<file path="config.mk">
export PLATFORM = sky130hd
export DESIGN_NAME = frame_tag_wb
export DESIGN_NICKNAME = d
export VERILOG_FILES = /design/src/fwb_pkg.sv /design/src/byte_fifo.sv /design/src/frame_tag_wb.sv
export SDC_FILE = /design/constraint.sdc
export NUM_CORES = 2
export LEC_CHECK = 0
export ABC_AREA = 1
export BUFFER_PORTS_ARGS = -buffer_cell sky130_fd_sc_hd__buf_2
export CAP_MARGIN = 20
export CORE_UTILIZATION = 35
export CTS_CLUSTER_DIAMETER = 100
export DETAILED_ROUTE_END_ITERATION = 8
export SYNTH_ARGS = -nofsm -noshare
export SYNTH_HDL_FRONTEND = slang
export SYNTH_SLANG_ARGS = --single-unit
</file>
<file path="constraint.sdc">
create_clock -name clk_sys -period 30.3 [get_ports clk_sys]
set_input_delay 6.06 -clock clk_sys [delete_from_list [all_inputs] [get_ports clk_sys]]
set_output_delay 6.06 -clock clk_sys [all_outputs]
set_load 0.05 [all_outputs]
</file>
<file path="src/fwb_pkg.sv">
// Purpose: Shared constants for the frame tag and white balance stage
// Assumes: 250 MHz system clock, byte addressed register port
// Notes: Offsets are byte addresses, one 32-bit word per register
`default_nettype none
package fwb_pkg;
  // ****************************************
  // Register offsets
  // ****************************************
  localparam logic [15:0] A_CTRL = 16'h0000;
  localparam logic [15:0] A_WB = 16'h0004;
  localparam logic [15:0] A_GAIN = 16'h0008;
  localparam logic [15:0] A_BRIGHT = 16'h000c;
  localparam logic [15:0] A_GAMMA = 16'h0010;
  localparam logic [15:0] A_HRATE = 16'h0014;
  localparam logic [15:0] A_SERIAL = 16'h0018;
  localparam logic [15:0] A_BGAIN = 16'h001c;
  localparam logic [15:0] A_STATUS = 16'h0020;
  localparam logic [15:0] A_SENS = 16'h0040;
  localparam logic [15:0] A_MAP = 16'h1040;
  localparam logic [15:0] A_TIME = 16'h1ea8;
  // ****************************************
  // Timing and timestamp fields
  // ****************************************
  localparam int CLK_HZ = 250_000_000;
  localparam int TICK_HZ = 8000;
  localparam int TICK_DIV = CLK_HZ / TICK_HZ;
  localparam logic [12:0] TICK_MAX = 13'h1f3f;
  localparam logic [6:0] SEC_MAX = 7'h7f;
  localparam logic [3:0] FRAC_PAD = 4'h0;
  // ****************************************
  // Gains and balance loop
  // ****************************************
  localparam logic [7:0] GAIN_UNITY = 8'h40;
  localparam int REL_SHIFT = 9;
  localparam int PIX_SHIFT = 6;
  localparam logic [9:0] WB_DEF_COLOR = 10'h3ff;
  localparam logic [9:0] WB_DEF_MONO = 10'h020;
  localparam logic [9:0] WB_MAX = 10'h3ff;
  localparam logic [7:0] WHITE_THR = 8'hf0;
  localparam logic [7:0] THR_STEP = 8'h08;
  localparam logic [7:0] AUTO_MARGIN = 8'h10;
  localparam logic [4:0] OS_ITERS = 5'h10;
  // ****************************************
  // Colour pattern and header layout
  // ****************************************
  localparam logic [1:0] C_RED = 2'h0;
  localparam logic [1:0] C_GRN = 2'h1;
  localparam logic [1:0] C_BLU = 2'h2;
  localparam logic [7:0] PATTERN_RGGB = 8'h94;
  localparam int NUM_SENS = 6;
  localparam int HDR_WORDS = 16;
  localparam logic [5:0] HDR_LAST = 6'h3f;
  localparam int FIFO_DEPTH = 16;
  localparam int FIFO_W = 9;
  typedef enum logic [1:0] {
    ST_IDLE = 2'b00,
    ST_HDR = 2'b01,
    ST_PAY = 2'b10
  } frame_st_e;
  typedef enum logic [1:0] {
    WB_OFF = 2'b00,
    WB_MAN = 2'b01,
    WB_AUTO = 2'b10,
    WB_ONCE = 2'b11
  } wb_mode_e;
endpackage
`default_nettype wire

</file>
<file path="src/byte_fifo.sv">
// Purpose: Show-ahead FIFO with registered output stage
// Assumes: Single clock, synchronous active high reset
// Notes: in_ready drops four words early to cover one pipeline stage
`default_nettype none
module byte_fifo #(
  parameter int W = 9,
  parameter int D = 16
) (
  input wire logic clk_sys,
  input wire logic reset,
  input wire logic in_valid,
  input wire logic [W-1:0] in_data,
  output logic in_ready,
  output logic out_valid,
  output logic [W-1:0] out_data,
  input wire logic out_ready
);
  localparam int AW = $clog2(D);
  logic [W-1:0] mem_q [D];
  logic [AW-1:0] wr_q;
  logic [AW-1:0] rd_q;
  logic [AW:0] cnt_q;
  logic push;
  logic pop;
  // Honest full and empty guards
  assign push = in_valid && (cnt_q != (AW+1)'(D));
  assign pop = (cnt_q != '0) && (!out_valid || out_ready);
  assign in_ready = cnt_q < (AW+1)'(D - 4);
  // Storage
  always_ff @(posedge clk_sys) begin
    if (push) begin
      mem_q[wr_q] <= in_data;
    end
  end
  // Pointers and fill count
  always_ff @(posedge clk_sys) begin
    if (reset) begin
      wr_q <= '0;
      rd_q <= '0;
      cnt_q <= '0;
    end else begin
      if (push) begin
        wr_q <= wr_q + 1'b1;
      end
      if (pop) begin
        rd_q <= rd_q + 1'b1;
      end
      if (push && !pop) begin
        cnt_q <= cnt_q + 1'b1;
      end else if (pop && !push) begin
        cnt_q <= cnt_q - 1'b1;
      end
    end
  end
  // Output register
  always_ff @(posedge clk_sys) begin
    if (reset) begin
      out_valid <= 1'b0;
      out_data <= '0;
    end else if (pop) begin
      out_valid <= 1'b1;
      out_data <= mem_q[rd_q];
    end else if (out_ready) begin
      out_valid <= 1'b0;
    end
  end
endmodule
`default_nettype wire

</file>
<file path="src/frame_tag_wb.sv">
// Purpose: Frame header tagging and Bayer white balance gain stage
// Assumes: Pixel source and exposure logic share clk_sys
// Notes: Header of 64 bytes, least byte first, precedes each payload
//
// Local design decision: the plain strobed port.
`default_nettype none
module frame_tag_wb #(
  parameter int TICK_DIV = fwb_pkg::TICK_DIV,
  parameter bit COLOR = 1'b1,
  parameter logic [31:0] SERIAL_NUM = 32'h00001234
) (
  input wire logic clk_sys,
  input wire logic reset,
  input wire logic [15:0] reg_addr,
  input wire logic [31:0] reg_wdata,
  input wire logic reg_wr,
  input wire logic reg_rd,
  output logic [31:0] reg_rdata,
  input wire logic integ_end,
  input wire logic pix_valid,
  input wire logic [7:0] pix_data,
  input wire logic pix_eol,
  input wire logic pix_eof,
  output logic pix_ready,
  output logic out_valid,
  output logic [7:0] out_data,
  output logic out_hdr,
  input wire logic out_ready
);
  // SERIAL_NUM default is arbitrary
  fwb_pkg::wb_mode_e mode_q;
  fwb_pkg::frame_st_e st_q;
  logic [7:0] gain_q, bright_q, gamma_q, bgain_q;
  logic [15:0] hrate_q;
  logic [9:0] red_q, blue_q;
  logic [31:0] sens_w [fwb_pkg::NUM_SENS];
  logic [31:0] hdr_q [fwb_pkg::HDR_WORDS];
  logic [14:0] div_q;
  logic [12:0] tick_q;
  logic [6:0] sec_q;
  logic [31:0] ts_w, seq_q, rd_w, word_w;
  logic tick_en, hdr_pend_q, take, f_rdy, f_in_v, row_q, col_q;
  logic [5:0] hidx_q;
  logic [8:0] f_in_d, f_out_d;
  logic [7:0] map_w, val_w, thr_q, pmax_q;
  logic [1:0] code_in, s1_code_q;
  logic [9:0] rel_w;
  logic [17:0] prod_w;
  logic [8:0] eff_w, s1_eff_q;
  logic s1_v_q, s1_eof_q, os_busy_q, frm_end, wb_step;
  logic [7:0] s1_pix_q;
  logic [16:0] mul_w;
  logic [10:0] scl_w;
  logic [23:0] sum_r_q, sum_g_q, sum_b_q;
  logic [15:0] cnt_w_q;
  logic [4:0] os_iter_q;

  // ****************************************
  // Register port
  // ****************************************
  // Control registers written by software
  always_ff @(posedge clk_sys) begin
    if (reset) begin
      mode_q <= fwb_pkg::WB_OFF;
      gain_q <= fwb_pkg::GAIN_UNITY;
      bright_q <= '0;
      gamma_q <= '0;
      bgain_q <= '0;
      hrate_q <= '0;
    end else if (reg_wr) begin
      case (reg_addr)
        fwb_pkg::A_CTRL: mode_q <= fwb_pkg::wb_mode_e'(reg_wdata[1:0]);
        fwb_pkg::A_GAIN: gain_q <= reg_wdata[7:0];
        fwb_pkg::A_BRIGHT: bright_q <= reg_wdata[7:0];
        fwb_pkg::A_GAMMA: gamma_q <= reg_wdata[7:0];
        fwb_pkg::A_BGAIN: bgain_q <= reg_wdata[7:0];
        fwb_pkg::A_HRATE: hrate_q <= reg_wdata[15:0];
        default: ;
      endcase
    end
  end

  // Per-sensor gain and shutter words
  for (genvar gi = 0; gi < fwb_pkg::NUM_SENS; gi++) begin : g_sens
    logic [31:0] q;
    always_ff @(posedge clk_sys) begin
      if (reset) begin
        q <= '0;
      end else if (reg_wr && reg_addr == fwb_pkg::A_SENS + 16'(gi * 4)) begin
        q <= reg_wdata;
      end
    end
    assign sens_w[gi] = q;
  end

  // Read mux, zero for unmapped offsets
  always_comb begin
    rd_w = '0;
    case (reg_addr)
      fwb_pkg::A_CTRL: rd_w = {30'h0, mode_q};
      fwb_pkg::A_WB: rd_w = {6'h0, blue_q, 6'h0, red_q};
      fwb_pkg::A_GAIN: rd_w = {24'h0, gain_q};
      fwb_pkg::A_BRIGHT: rd_w = {24'h0, bright_q};
      fwb_pkg::A_GAMMA: rd_w = {24'h0, gamma_q};
      fwb_pkg::A_BGAIN: rd_w = {24'h0, bgain_q};
      fwb_pkg::A_HRATE: rd_w = {16'h0, hrate_q};
      fwb_pkg::A_SERIAL: rd_w = SERIAL_NUM;
      fwb_pkg::A_STATUS: rd_w = {seq_q[15:0], 8'h00, st_q, os_busy_q, os_iter_q};
      fwb_pkg::A_MAP: rd_w = {24'h0, map_w};
      fwb_pkg::A_TIME: rd_w = ts_w;
      default: rd_w = '0;
    endcase
    for (int i = 0; i < fwb_pkg::NUM_SENS; i++) begin
      if (reg_addr == fwb_pkg::A_SENS + 16'(i * 4)) begin
        rd_w = sens_w[i];
      end
    end
  end

  // Read data stands one cycle
  always_ff @(posedge clk_sys) begin
    if (reset) begin
      reg_rdata <= '0;
    end else begin
      reg_rdata <= reg_rd ? rd_w : '0;
    end
  end

  // ****************************************
  // Timestamp
  // ****************************************
  assign tick_en = div_q == 15'(TICK_DIV - 1);
  // Low four bits padded, not a true offset
  assign ts_w = {sec_q, tick_q, div_q[14:7], fwb_pkg::FRAC_PAD};

  // Tick prescaler and counters
  always_ff @(posedge clk_sys) begin
    if (reset) begin
      div_q <= '0;
      tick_q <= '0;
      sec_q <= '0;
    end else begin
      div_q <= tick_en ? '0 : div_q + 1'b1;
      if (tick_en) begin
        if (tick_q == fwb_pkg::TICK_MAX) begin
          tick_q <= '0;
          sec_q <= (sec_q == fwb_pkg::SEC_MAX) ? '0 : sec_q + 1'b1;
        end else begin
          tick_q <= tick_q + 1'b1;
        end
      end
    end
  end

  // ****************************************
  // Header capture and sequencing
  // ****************************************
  // Snapshot at end of integration
  always_ff @(posedge clk_sys) begin
    if (reset) begin
      seq_q <= '0;
      for (int i = 0; i < fwb_pkg::HDR_WORDS; i++) begin
        hdr_q[i] <= '0;
      end
    end else if (integ_end) begin
      hdr_q[0] <= ts_w;
      hdr_q[1] <= seq_q;
      seq_q <= seq_q + 1'b1;
      hdr_q[2] <= {16'h0, hrate_q};
      for (int i = 0; i < fwb_pkg::NUM_SENS; i++) begin
        hdr_q[3 + i] <= sens_w[i];
      end
      hdr_q[9] <= {24'h0, bright_q};
      hdr_q[10] <= {6'h0, blue_q, 6'h0, red_q};
      hdr_q[11] <= {24'h0, gamma_q};
      hdr_q[12] <= {24'h0, bgain_q};
      hdr_q[13] <= {24'h0, map_w};
      hdr_q[14] <= SERIAL_NUM;
      hdr_q[15] <= {30'h0, mode_q};
    end
  end

  assign take = pix_valid && pix_ready;
  assign word_w = hdr_q[hidx_q[5:2]];
  assign f_in_v = (st_q == fwb_pkg::ST_HDR && f_rdy) || s1_v_q;
  assign f_in_d = (st_q == fwb_pkg::ST_HDR) ? {1'b1, 8'(word_w >> {hidx_q[1:0], 3'b000})}
                                           : {1'b0, val_w};

  // Frame state: header first, then payload
  always_ff @(posedge clk_sys) begin
    if (reset) begin
      st_q <= fwb_pkg::ST_IDLE;
      hidx_q <= '0;
      hdr_pend_q <= 1'b0;
    end else begin
      if (integ_end) begin
        hdr_pend_q <= 1'b1;
      end
      case (st_q)
        fwb_pkg::ST_IDLE: begin
          if (hdr_pend_q && !s1_v_q) begin
            st_q <= fwb_pkg::ST_HDR;
            hidx_q <= '0;
            if (!integ_end) begin
              hdr_pend_q <= 1'b0;
            end
          end
        end
        fwb_pkg::ST_HDR: begin
          if (f_rdy) begin
            hidx_q <= hidx_q + 1'b1;
            if (hidx_q == fwb_pkg::HDR_LAST) begin
              st_q <= fwb_pkg::ST_PAY;
            end
          end
        end
        fwb_pkg::ST_PAY: begin
          if (take && pix_eof) begin
            st_q <= fwb_pkg::ST_IDLE;
          end
        end
        default: st_q <= fwb_pkg::ST_IDLE;
      endcase
    end
  end

  // Pixel ready only during payload with room
  always_ff @(posedge clk_sys) begin
    if (reset) begin
      pix_ready <= 1'b0;
    end else begin
      pix_ready <= st_q == fwb_pkg::ST_PAY && f_rdy && !(take && pix_eof);
    end
  end

  // ****************************************
  // Bayer gain stage
  // ****************************************
  assign map_w = fwb_pkg::PATTERN_RGGB;
  assign code_in = 2'(map_w >> {row_q, col_q, 1'b0});
  assign rel_w = (code_in == fwb_pkg::C_RED) ? red_q : blue_q;
  assign prod_w = gain_q * rel_w;
  // Half scale relative code leaves common gain unchanged
  assign eff_w = (mode_q == fwb_pkg::WB_OFF || code_in == fwb_pkg::C_GRN)
                 ? {1'b0, gain_q}
                 : 9'(prod_w >> fwb_pkg::REL_SHIFT);
  assign mul_w = s1_pix_q * s1_eff_q;
  assign scl_w = 11'(mul_w >> fwb_pkg::PIX_SHIFT);
  assign val_w = (scl_w > 11'h0ff) ? 8'hff : scl_w[7:0];

  // Row and column parity in raster order
  always_ff @(posedge clk_sys) begin
    if (reset) begin
      row_q <= 1'b0;
      col_q <= 1'b0;
    end else if (take) begin
      col_q <= (pix_eol || pix_eof) ? 1'b0 : !col_q;
      if (pix_eof) begin
        row_q <= 1'b0;
      end else if (pix_eol) begin
        row_q <= !row_q;
      end
    end
  end

  // Single pipeline stage into the FIFO
  always_ff @(posedge clk_sys) begin
    if (reset) begin
      s1_v_q <= 1'b0;
      s1_pix_q <= '0;
      s1_eff_q <= '0;
      s1_code_q <= '0;
      s1_eof_q <= 1'b0;
    end else begin
      s1_v_q <= take;
      s1_pix_q <= pix_data;
      s1_eff_q <= eff_w;
      s1_code_q <= code_in;
      s1_eof_q <= take && pix_eof;
    end
  end

  byte_fifo #(
    .W(fwb_pkg::FIFO_W),
    .D(fwb_pkg::FIFO_DEPTH)
  ) u_fifo (
    .clk_sys(clk_sys),
    .reset(reset),
    .in_valid(f_in_v),
    .in_data(f_in_d),
    .in_ready(f_rdy),
    .out_valid(out_valid),
    .out_data(f_out_d),
    .out_ready(out_ready)
  );
  assign out_data = f_out_d[7:0];
  assign out_hdr = f_out_d[8];

  // ****************************************
  // Balance loop
  // ****************************************
  assign frm_end = s1_v_q && s1_eof_q;
  assign wb_step = frm_end && cnt_w_q != '0 &&
                   (mode_q == fwb_pkg::WB_AUTO || (mode_q == fwb_pkg::WB_ONCE && os_busy_q));

  // Frame statistics over all pixels but the last of the frame: maximum, sums and count of pixels at or above threshold
  always_ff @(posedge clk_sys) begin
    if (reset || frm_end) begin
      sum_r_q <= '0;
      sum_g_q <= '0;
      sum_b_q <= '0;
      cnt_w_q <= '0;
      pmax_q <= '0;
    end else if (s1_v_q) begin
      if (val_w > pmax_q) begin
        pmax_q <= val_w;
      end
      if (val_w >= thr_q) begin
        cnt_w_q <= cnt_w_q + 1'b1;
        case (s1_code_q)
          fwb_pkg::C_RED: sum_r_q <= sum_r_q + 24'(val_w);
          fwb_pkg::C_BLU: sum_b_q <= sum_b_q + 24'(val_w);
          default: sum_g_q <= sum_g_q + 24'(val_w);
        endcase
      end
    end
  end

  // Threshold: white first, then lowered toward brightest
  always_ff @(posedge clk_sys) begin
    if (reset || (reg_wr && reg_addr == fwb_pkg::A_CTRL)) begin
      thr_q <= fwb_pkg::WHITE_THR;
    end else if (frm_end) begin
      if (mode_q == fwb_pkg::WB_AUTO) begin
        thr_q <= (pmax_q > fwb_pkg::AUTO_MARGIN) ? pmax_q - fwb_pkg::AUTO_MARGIN : '0;
      end else if (cnt_w_q == '0 && thr_q > fwb_pkg::THR_STEP) begin
        thr_q <= thr_q - fwb_pkg::THR_STEP;
      end
    end
  end

  // Single-shot iteration budget
  always_ff @(posedge clk_sys) begin
    if (reset) begin
      os_busy_q <= 1'b0;
      os_iter_q <= '0;
    end else if (reg_wr && reg_addr == fwb_pkg::A_CTRL) begin
      os_busy_q <= reg_wdata[1:0] == fwb_pkg::WB_ONCE;
      os_iter_q <= '0;
    end else if (frm_end && os_busy_q) begin
      os_iter_q <= os_iter_q + 1'b1;
      if (os_iter_q == fwb_pkg::OS_ITERS - 5'h01) begin
        os_busy_q <= 1'b0;
      end
    end
  end

  // Red and blue settings, software write wins
  always_ff @(posedge clk_sys) begin
    if (reset) begin
      red_q <= COLOR ? fwb_pkg::WB_DEF_COLOR : fwb_pkg::WB_DEF_MONO;
      blue_q <= COLOR ? fwb_pkg::WB_DEF_COLOR : fwb_pkg::WB_DEF_MONO;
    end else if (reg_wr && reg_addr == fwb_pkg::A_WB) begin
      red_q <= reg_wdata[9:0];
      blue_q <= reg_wdata[25:16];
    end else if (wb_step) begin
      if ({sum_r_q, 1'b0} < {1'b0, sum_g_q} && red_q != fwb_pkg::WB_MAX) begin
        red_q <= red_q + 1'b1;
      end else if ({sum_r_q, 1'b0} > {1'b0, sum_g_q} && red_q != '0) begin
        red_q <= red_q - 1'b1;
      end
      if ({sum_b_q, 1'b0} < {1'b0, sum_g_q} && blue_q != fwb_pkg::WB_MAX) begin
        blue_q <= blue_q + 1'b1;
      end else if ({sum_b_q, 1'b0} > {1'b0, sum_g_q} && blue_q != '0) begin
        blue_q <= blue_q - 1'b1;
      end
    end
  end
endmodule
`default_nettype wire

</file>
[Yosys cells after proc, flatten, opt, wreduce, memory -nomap -nowiden]
Memories as Yosys holds them, arrays and structs flattened. A register that Yosys moved wholly into a read port is not among the register bits.
Cells that the tools add are included.
Word-level totals
  flip-flop bits (word level): 518
  memory bits (writable): 656
  output and inout port bits: 43
  memories kept: 2
Cells by class
  add/subtract/negate cells: 20
  multiply operators: 2
  $lt $le $gt $ge: 10
  equal/unequal tests: 35
  shift-type cells: 2
  mux-type cells: 71
  bitwise logic cells: 18
  reduce and logical (&&, ||, !) cells: 86
Memory list
  hdr_q: words 16, width 32, read ports 1, clocked after Yosys merged registers in 1, write ports 16, line frame_tag_wb.sv:37  | logic [31:0] hdr_q [fwb_pkg::HDR_WORDS];
  u_fifo.mem_q: words 16, width 9, read ports 1, clocked after Yosys merged registers in 1, write ports 1, line byte_fifo.sv:19  | logic [W-1:0] mem_q [D];
Operators by type and width (number)
  $mux 32: 22
  $pmux 32 s11: 1
  $eq 16x7->1 const B: 6
  $mux 10: 9
  $add 24x8->24: 3
  $eq 16x5->1 const B: 4
  $gt 25x24->1: 2
  $lt 25x24->1: 2
  $mux 8: 5
  $add 32x1->32 const B: 1
  $eq 16x13->1 const B: 2
  $eq 16x4->1 const B: 2
  $logic_not 16->1: 2
  $shr 32x5->8: 1
  $logic_and 1x1->1: 28
  $reduce_and 2->1: 14
  $add 10x1->10 const B: 2
  $ne 10x10->1 const B: 2
  $reduce_bool 10->1: 2
  $sub 10x1->10 const B: 2
  $mux 1: 19
  $mul 8x10->18: 1
  $mul 8x9->17: 1
  $add 16x1->16 const B: 1
  49 further kinds: 110

[Longest topological paths before layout]
  word-level depth: 8
  depth in mapped cells: 39
  gate-level depth less buffers: 38

[Cells and area by module]
A second synthesis with hierarchy kept.
Second synthesis, totals
  cells, all modules: 6219
  area total of the unflattened synthesis: 51898.5 um2
Modules (own cells, without submodules)
  frame_tag_wb: times used 1, cells an instance 5488, area each 44615.3 um2, seq. area each 19628.8 um2
  byte_fifo: times used 1, cells an instance 731, area each 7283.2 um2, seq. area each 4784.6 um2

[Worst setup path before layout]
Ideal clock, no wire load.
  kind: input-to-reg
  start point: in reset
  end point: mem hdr_q[0][10], enable pin
  library setup time: 2349 ps
  data arrival time: 11565 ps
  required time: 27951 ps
  path slack: 16386 ps
  stages on the path: 3
  path through: clkinv_1 > clkbuf_1 > nand2_1
RTL lines
  start: declaration: line frame_tag_wb.sv:13  | input wire logic reset,
  end: declaration: line frame_tag_wb.sv:37

[Final worst setup path]
  start point: in reg_addr[1]
  end point: reg reg_rdata[29]
Between the ends
  longest elaborated chain between the ends: 8
  elaborated cells on any way between the ends: 24
RTL lines
  start: declaration: line frame_tag_wb.sv:14  | input wire logic [15:0] reg_addr,
  $eq 16x13->1, or another cell as far along: line frame_tag_wb.sv:99  | case (reg_addr)
  $pmux 32 s11: line frame_tag_wb.sv:99
  $mux 32 (5 in a row): line frame_tag_wb.sv:114  | if (reg_addr == fwb_pkg::A_SENS + 16'(i * 4)) begin
  $mux 32 *: line frame_tag_wb.sv:114
  end signal: assignment: line frame_tag_wb.sv:125  | reg_rdata <= reg_rd ? rd_w : '0;
  end: declaration: line frame_tag_wb.sv:18  | output logic [31:0] reg_rdata,
Every way passes the cells marked *; elsewhere a longest branch is shown, timed or not.
A chain may end at the register's enable or synchronous reset.

==> flow_summary.json <==
{
  "drcViolationCount": 0,
  "status": "finished, final reports clean",
  "synth_flop_cell": "dfxtp_1",
  "ios": 108,
  "grt_start_max_net_pins": 94,
  "whs_ns": 0.4618,
  "grt_pass1_vias": 41247,
  "irDropWorstVdd_uv": 47.23,
  "nets": 6382,
  "cts_inserted_buffers": 111,
  "io_buffers": 107,
  "min_path_type": "reg -> reg",
  "grt_use_total": 0.2295,
  "htree_num_levels": 3,
  "ys_ff_latch": 990,
  "cts_max_path_buffers": 3,
  "critPathBufInv": 2,
  "nFillCells": 14461,
  "drtAntennaViolNets": 0,
  "initial_core_util": 0.3542,
  "avgRoutedWirePerCell_um": 21.32,
  "synth_cell_types": 61,
  "place_congestion": 0.9461,
  "crit_type": "in -> reg",
  "cts_setup_buffers": 0,
  "finalWirelength_mm": 171.4,
  "netlist_area_mm2": 0.05113,
  "overflow": 0,
  "path_clk_slew_ns": 0.06,
  "p_seq_frac": 0.467,
  "swShare": 0.2644,
  "yosys_warnings": 0,
  "async_flop_share": 0,
  "regArea_mm2": 0.02442,
  "avgViaCountPerCell": 5.362,
  "cpMostUsedCell": "nand2_1",
  "clock_skew_ns": 0.05391,
  "yosysSeqAreaShare": 0.4775,
  "power.share.clock": 0.440,
  "worstMarginPinSlew_ns": 1.203,
  "vias": 43114,
  "hold_violations": 0,
  "avgSynthCellArea_um2": 8.483,
  "dr.pass1.iters": 8,
  "path_cells": "buf_2, nor3_2, nand2_1, nor3_1, clkinv_1, o22ai_1, o22ai_1, nand2_1, o21ai_0, nand2_1, o211ai_1, a21oi_1",
  "power.leakage_nw": 22.44,
  "ctsResizeCount": 0,
  "rsz0062_at_grt": "false",
  "relSlewSlack": 0.1906,
  "synth_edf_count": 459,
  "drive_gt1_frac": 0.06298,
  "syn2layout_area_growth_pct": 12.15,
  "arrival_ns": 9.67,
  "grt_pass1_wl_mm": 258.1,
  "timing.final.crit_share": 0.2963,
  "cp.required_ns": 30.99,
  "drt_iter0_markers": 4279,
  "cts_tree": "done",
  "power_density_mw_per_mm2": 54.42,
  "placementRows": 139,
  "cts_sinks": 990,
  "syn_inst": 6027,
  "max_stage_delay_ns": 0.79,
  "hpwl_mm": 121.6,
  "finalNonFillerCells": 8040,
  "grt_antenna_before_repair": 16,
  "die_h_um": 384.2,
  "p_switching_w": 0.0008250,
  "p_int_w": 0.002296,
  "syn_nets": 6377,
  "slew_viol_final": 0,
  "fin_setup_tns_ns": 0,
  "cp_top_family": "simple AND/OR/NAND/NOR gates",
  "layout_min_cycle_time_ns": 8.978,
  "p_comb_frac": 0.093,
  "multiInputGateArea_mm2": 0.02256,
  "critPathSlowestCell": "nor3_1",
  "setup_viol": 0,
  "dieArea_mm2": 0.1476,
  "end_kind": "flop",
  "core-area_mm2": 0.1444,
  "dp.cells": 7816,
  "cp_max_fo": 10,
  "die_x_um": 384.2,
  "clk_latency_ns": 0.77,
  "cts_hold_repair.buffers": 0,
  "cap_violations": 0,
  "max_freq_ghz": 0.1114,
  "root_buffer": "clkbuf_16",
  "start_kind": "input pin"
}
cells in the mapped netlist (11+ instances only):
cell type  instances  area (um2)
nand2_1          921        3457
nor2_1           854        3206
inv_1            807        3029
dfxtp_1          531       10630
edfxtp_1         459       13780
a21oi_1          440        2202
o21ai_0          324        1622
clkbuf_1         244       915.9
ha_1             191        2390
a211oi_1         174        1306
nand3_1          171       855.8
nor3_1           100       500.5
fa_1              94        1882
nand4_1           80       500.5
xor2_1            78       683.2
a22oi_1           59       442.9
o22ai_1           55       344.1
o211ai_1          50       375.4
nor4_1            42       262.8
o221ai_1          42       367.9
a221oi_1          34       297.8
mux2i_1           25       250.2
xnor2_1           24       210.2
a31oi_1           22       137.6
buf_1             18       67.56
o2111ai_1         18       157.7
o32ai_1           17       148.9
clkinv_1          11       41.29
power by group through the flow:
stage / logic [W] / clock network (W) / registers (W)
global placement: 0.000286 / 0 / 0.00148
global route: 0.000314 / 0.00145 / 0.00146
detailed placement: 0.000289 / 0 / 0.00149
CTS: 0.000290 / 0.00139 / 0.00146
floorplan: 0.000174 / 0 / 0.00150
finish: 0.000292 / 0.00137 / 0.00146
stage by stage:
| stage | utilization | worst slack, ns | power [W] | area, um2 |
|---|---|---|---|---|
| floorplan | - | 16.39 | 0.001670 | 51130 |
| global placement | 0.3703 | 20.32 | 0.001771 | 53450 |
| detailed placement | 0.3705 | 20.26 | 0.001775 | 53480 |
| CTS | 0.3963 | 21.07 | 0.003137 | 57200 |
| global route | 0.3971 | 21.33 | 0.003219 | 57330 |
| finish | 0.3972 | 21.32 | 0.003121 | 57340 |
placed cells by master, fill, tap and decap left out, types with 34 or more instances in the layout:
cell type and instances:
o21ai_0 320, o221ai_1 42, dfxtp_1 529, nor2_1 850, a211oi_1 174, nand2_1 917
a22oi_1 59, fa_1 94, o22ai_1 55, buf_2 106, inv_1 805, clkbuf_1 44
clkbuf_16 111, edfxtp_1 459, nand4_1 80, o211ai_1 50, nor3_1 95, xor2_1 78
buf_4 60, nor4_1 42, nand3_1 171, a21oi_1 440, ha_1 191, a221oi_1 34
flip-flops by register name, summed over array words and instances, names as in the netlist, 15 cells and up, named ones only:
register and cells:
cnt_w_q 16, div_q 15, g_sens.q 192, hdr_q 315
hrate_q 16, reg_rdata 32, seq_q 32, sum_b_q 24
sum_g_q 24, sum_r_q 24, u_fifo.mem_q 144
layout make-up:
type                       instances  area share
clock inverter                    38    0.009558
inverter                         827     0.05418
timing repair buffer             174     0.01973
tap                             1903     0.04153
multi-input combinational       3928      0.3934
clock buffer                     172     0.05540
sequential                       990      0.4258
antenna                            8   0.0003491
metal layers:
metal | vias up | global-route usage | routed length (um)
met3 | 377 | 0.04947 | 13810
met2 | 1641 | 0.3589 | 76410
met4 | 14 | 0.1082 | 8846
li1 | 20443 | - | -
met5 | - | 0 | 105
met1 | 20639 | 0.3009 | 72250
cell families (layout without fill, tap and decap cells):
family                     count (synthesis)  after routing  synth area share
buffers and inverters                   1109           1211           0.08284
adders and majority gates                285            285           0.08355
AOI/OAI and AO/OA                       1304           1304            0.1557
and+or+nand+nor                         2212           2212            0.1781
other                                      0              8                 0
muxes                                     25             25          0.004894
DFF                                      990            990            0.4775
xor gates and xnor gates                 102            102           0.01747
final timing paths:
path                           from                  endpoint  slack, ns  cells past startpoint
max                     reg_addr[1]  reg_rdata[29]$_SDFF_PP0_      21.32                     12
min          tick_q[9]$_SDFFE_PP0N_    tick_q[9]$_SDFFE_PP0N_       0.46                      1
max reg2reg  s1_eff_q[1]$_SDFF_PP0_   sum_b_q[1]$_SDFFE_PP0P_      22.39                     32
min reg2reg  tick_q[9]$_SDFFE_PP0N_    tick_q[9]$_SDFFE_PP0N_       0.46                      1
No activity file was read; power rests on OpenSTA's default activity.
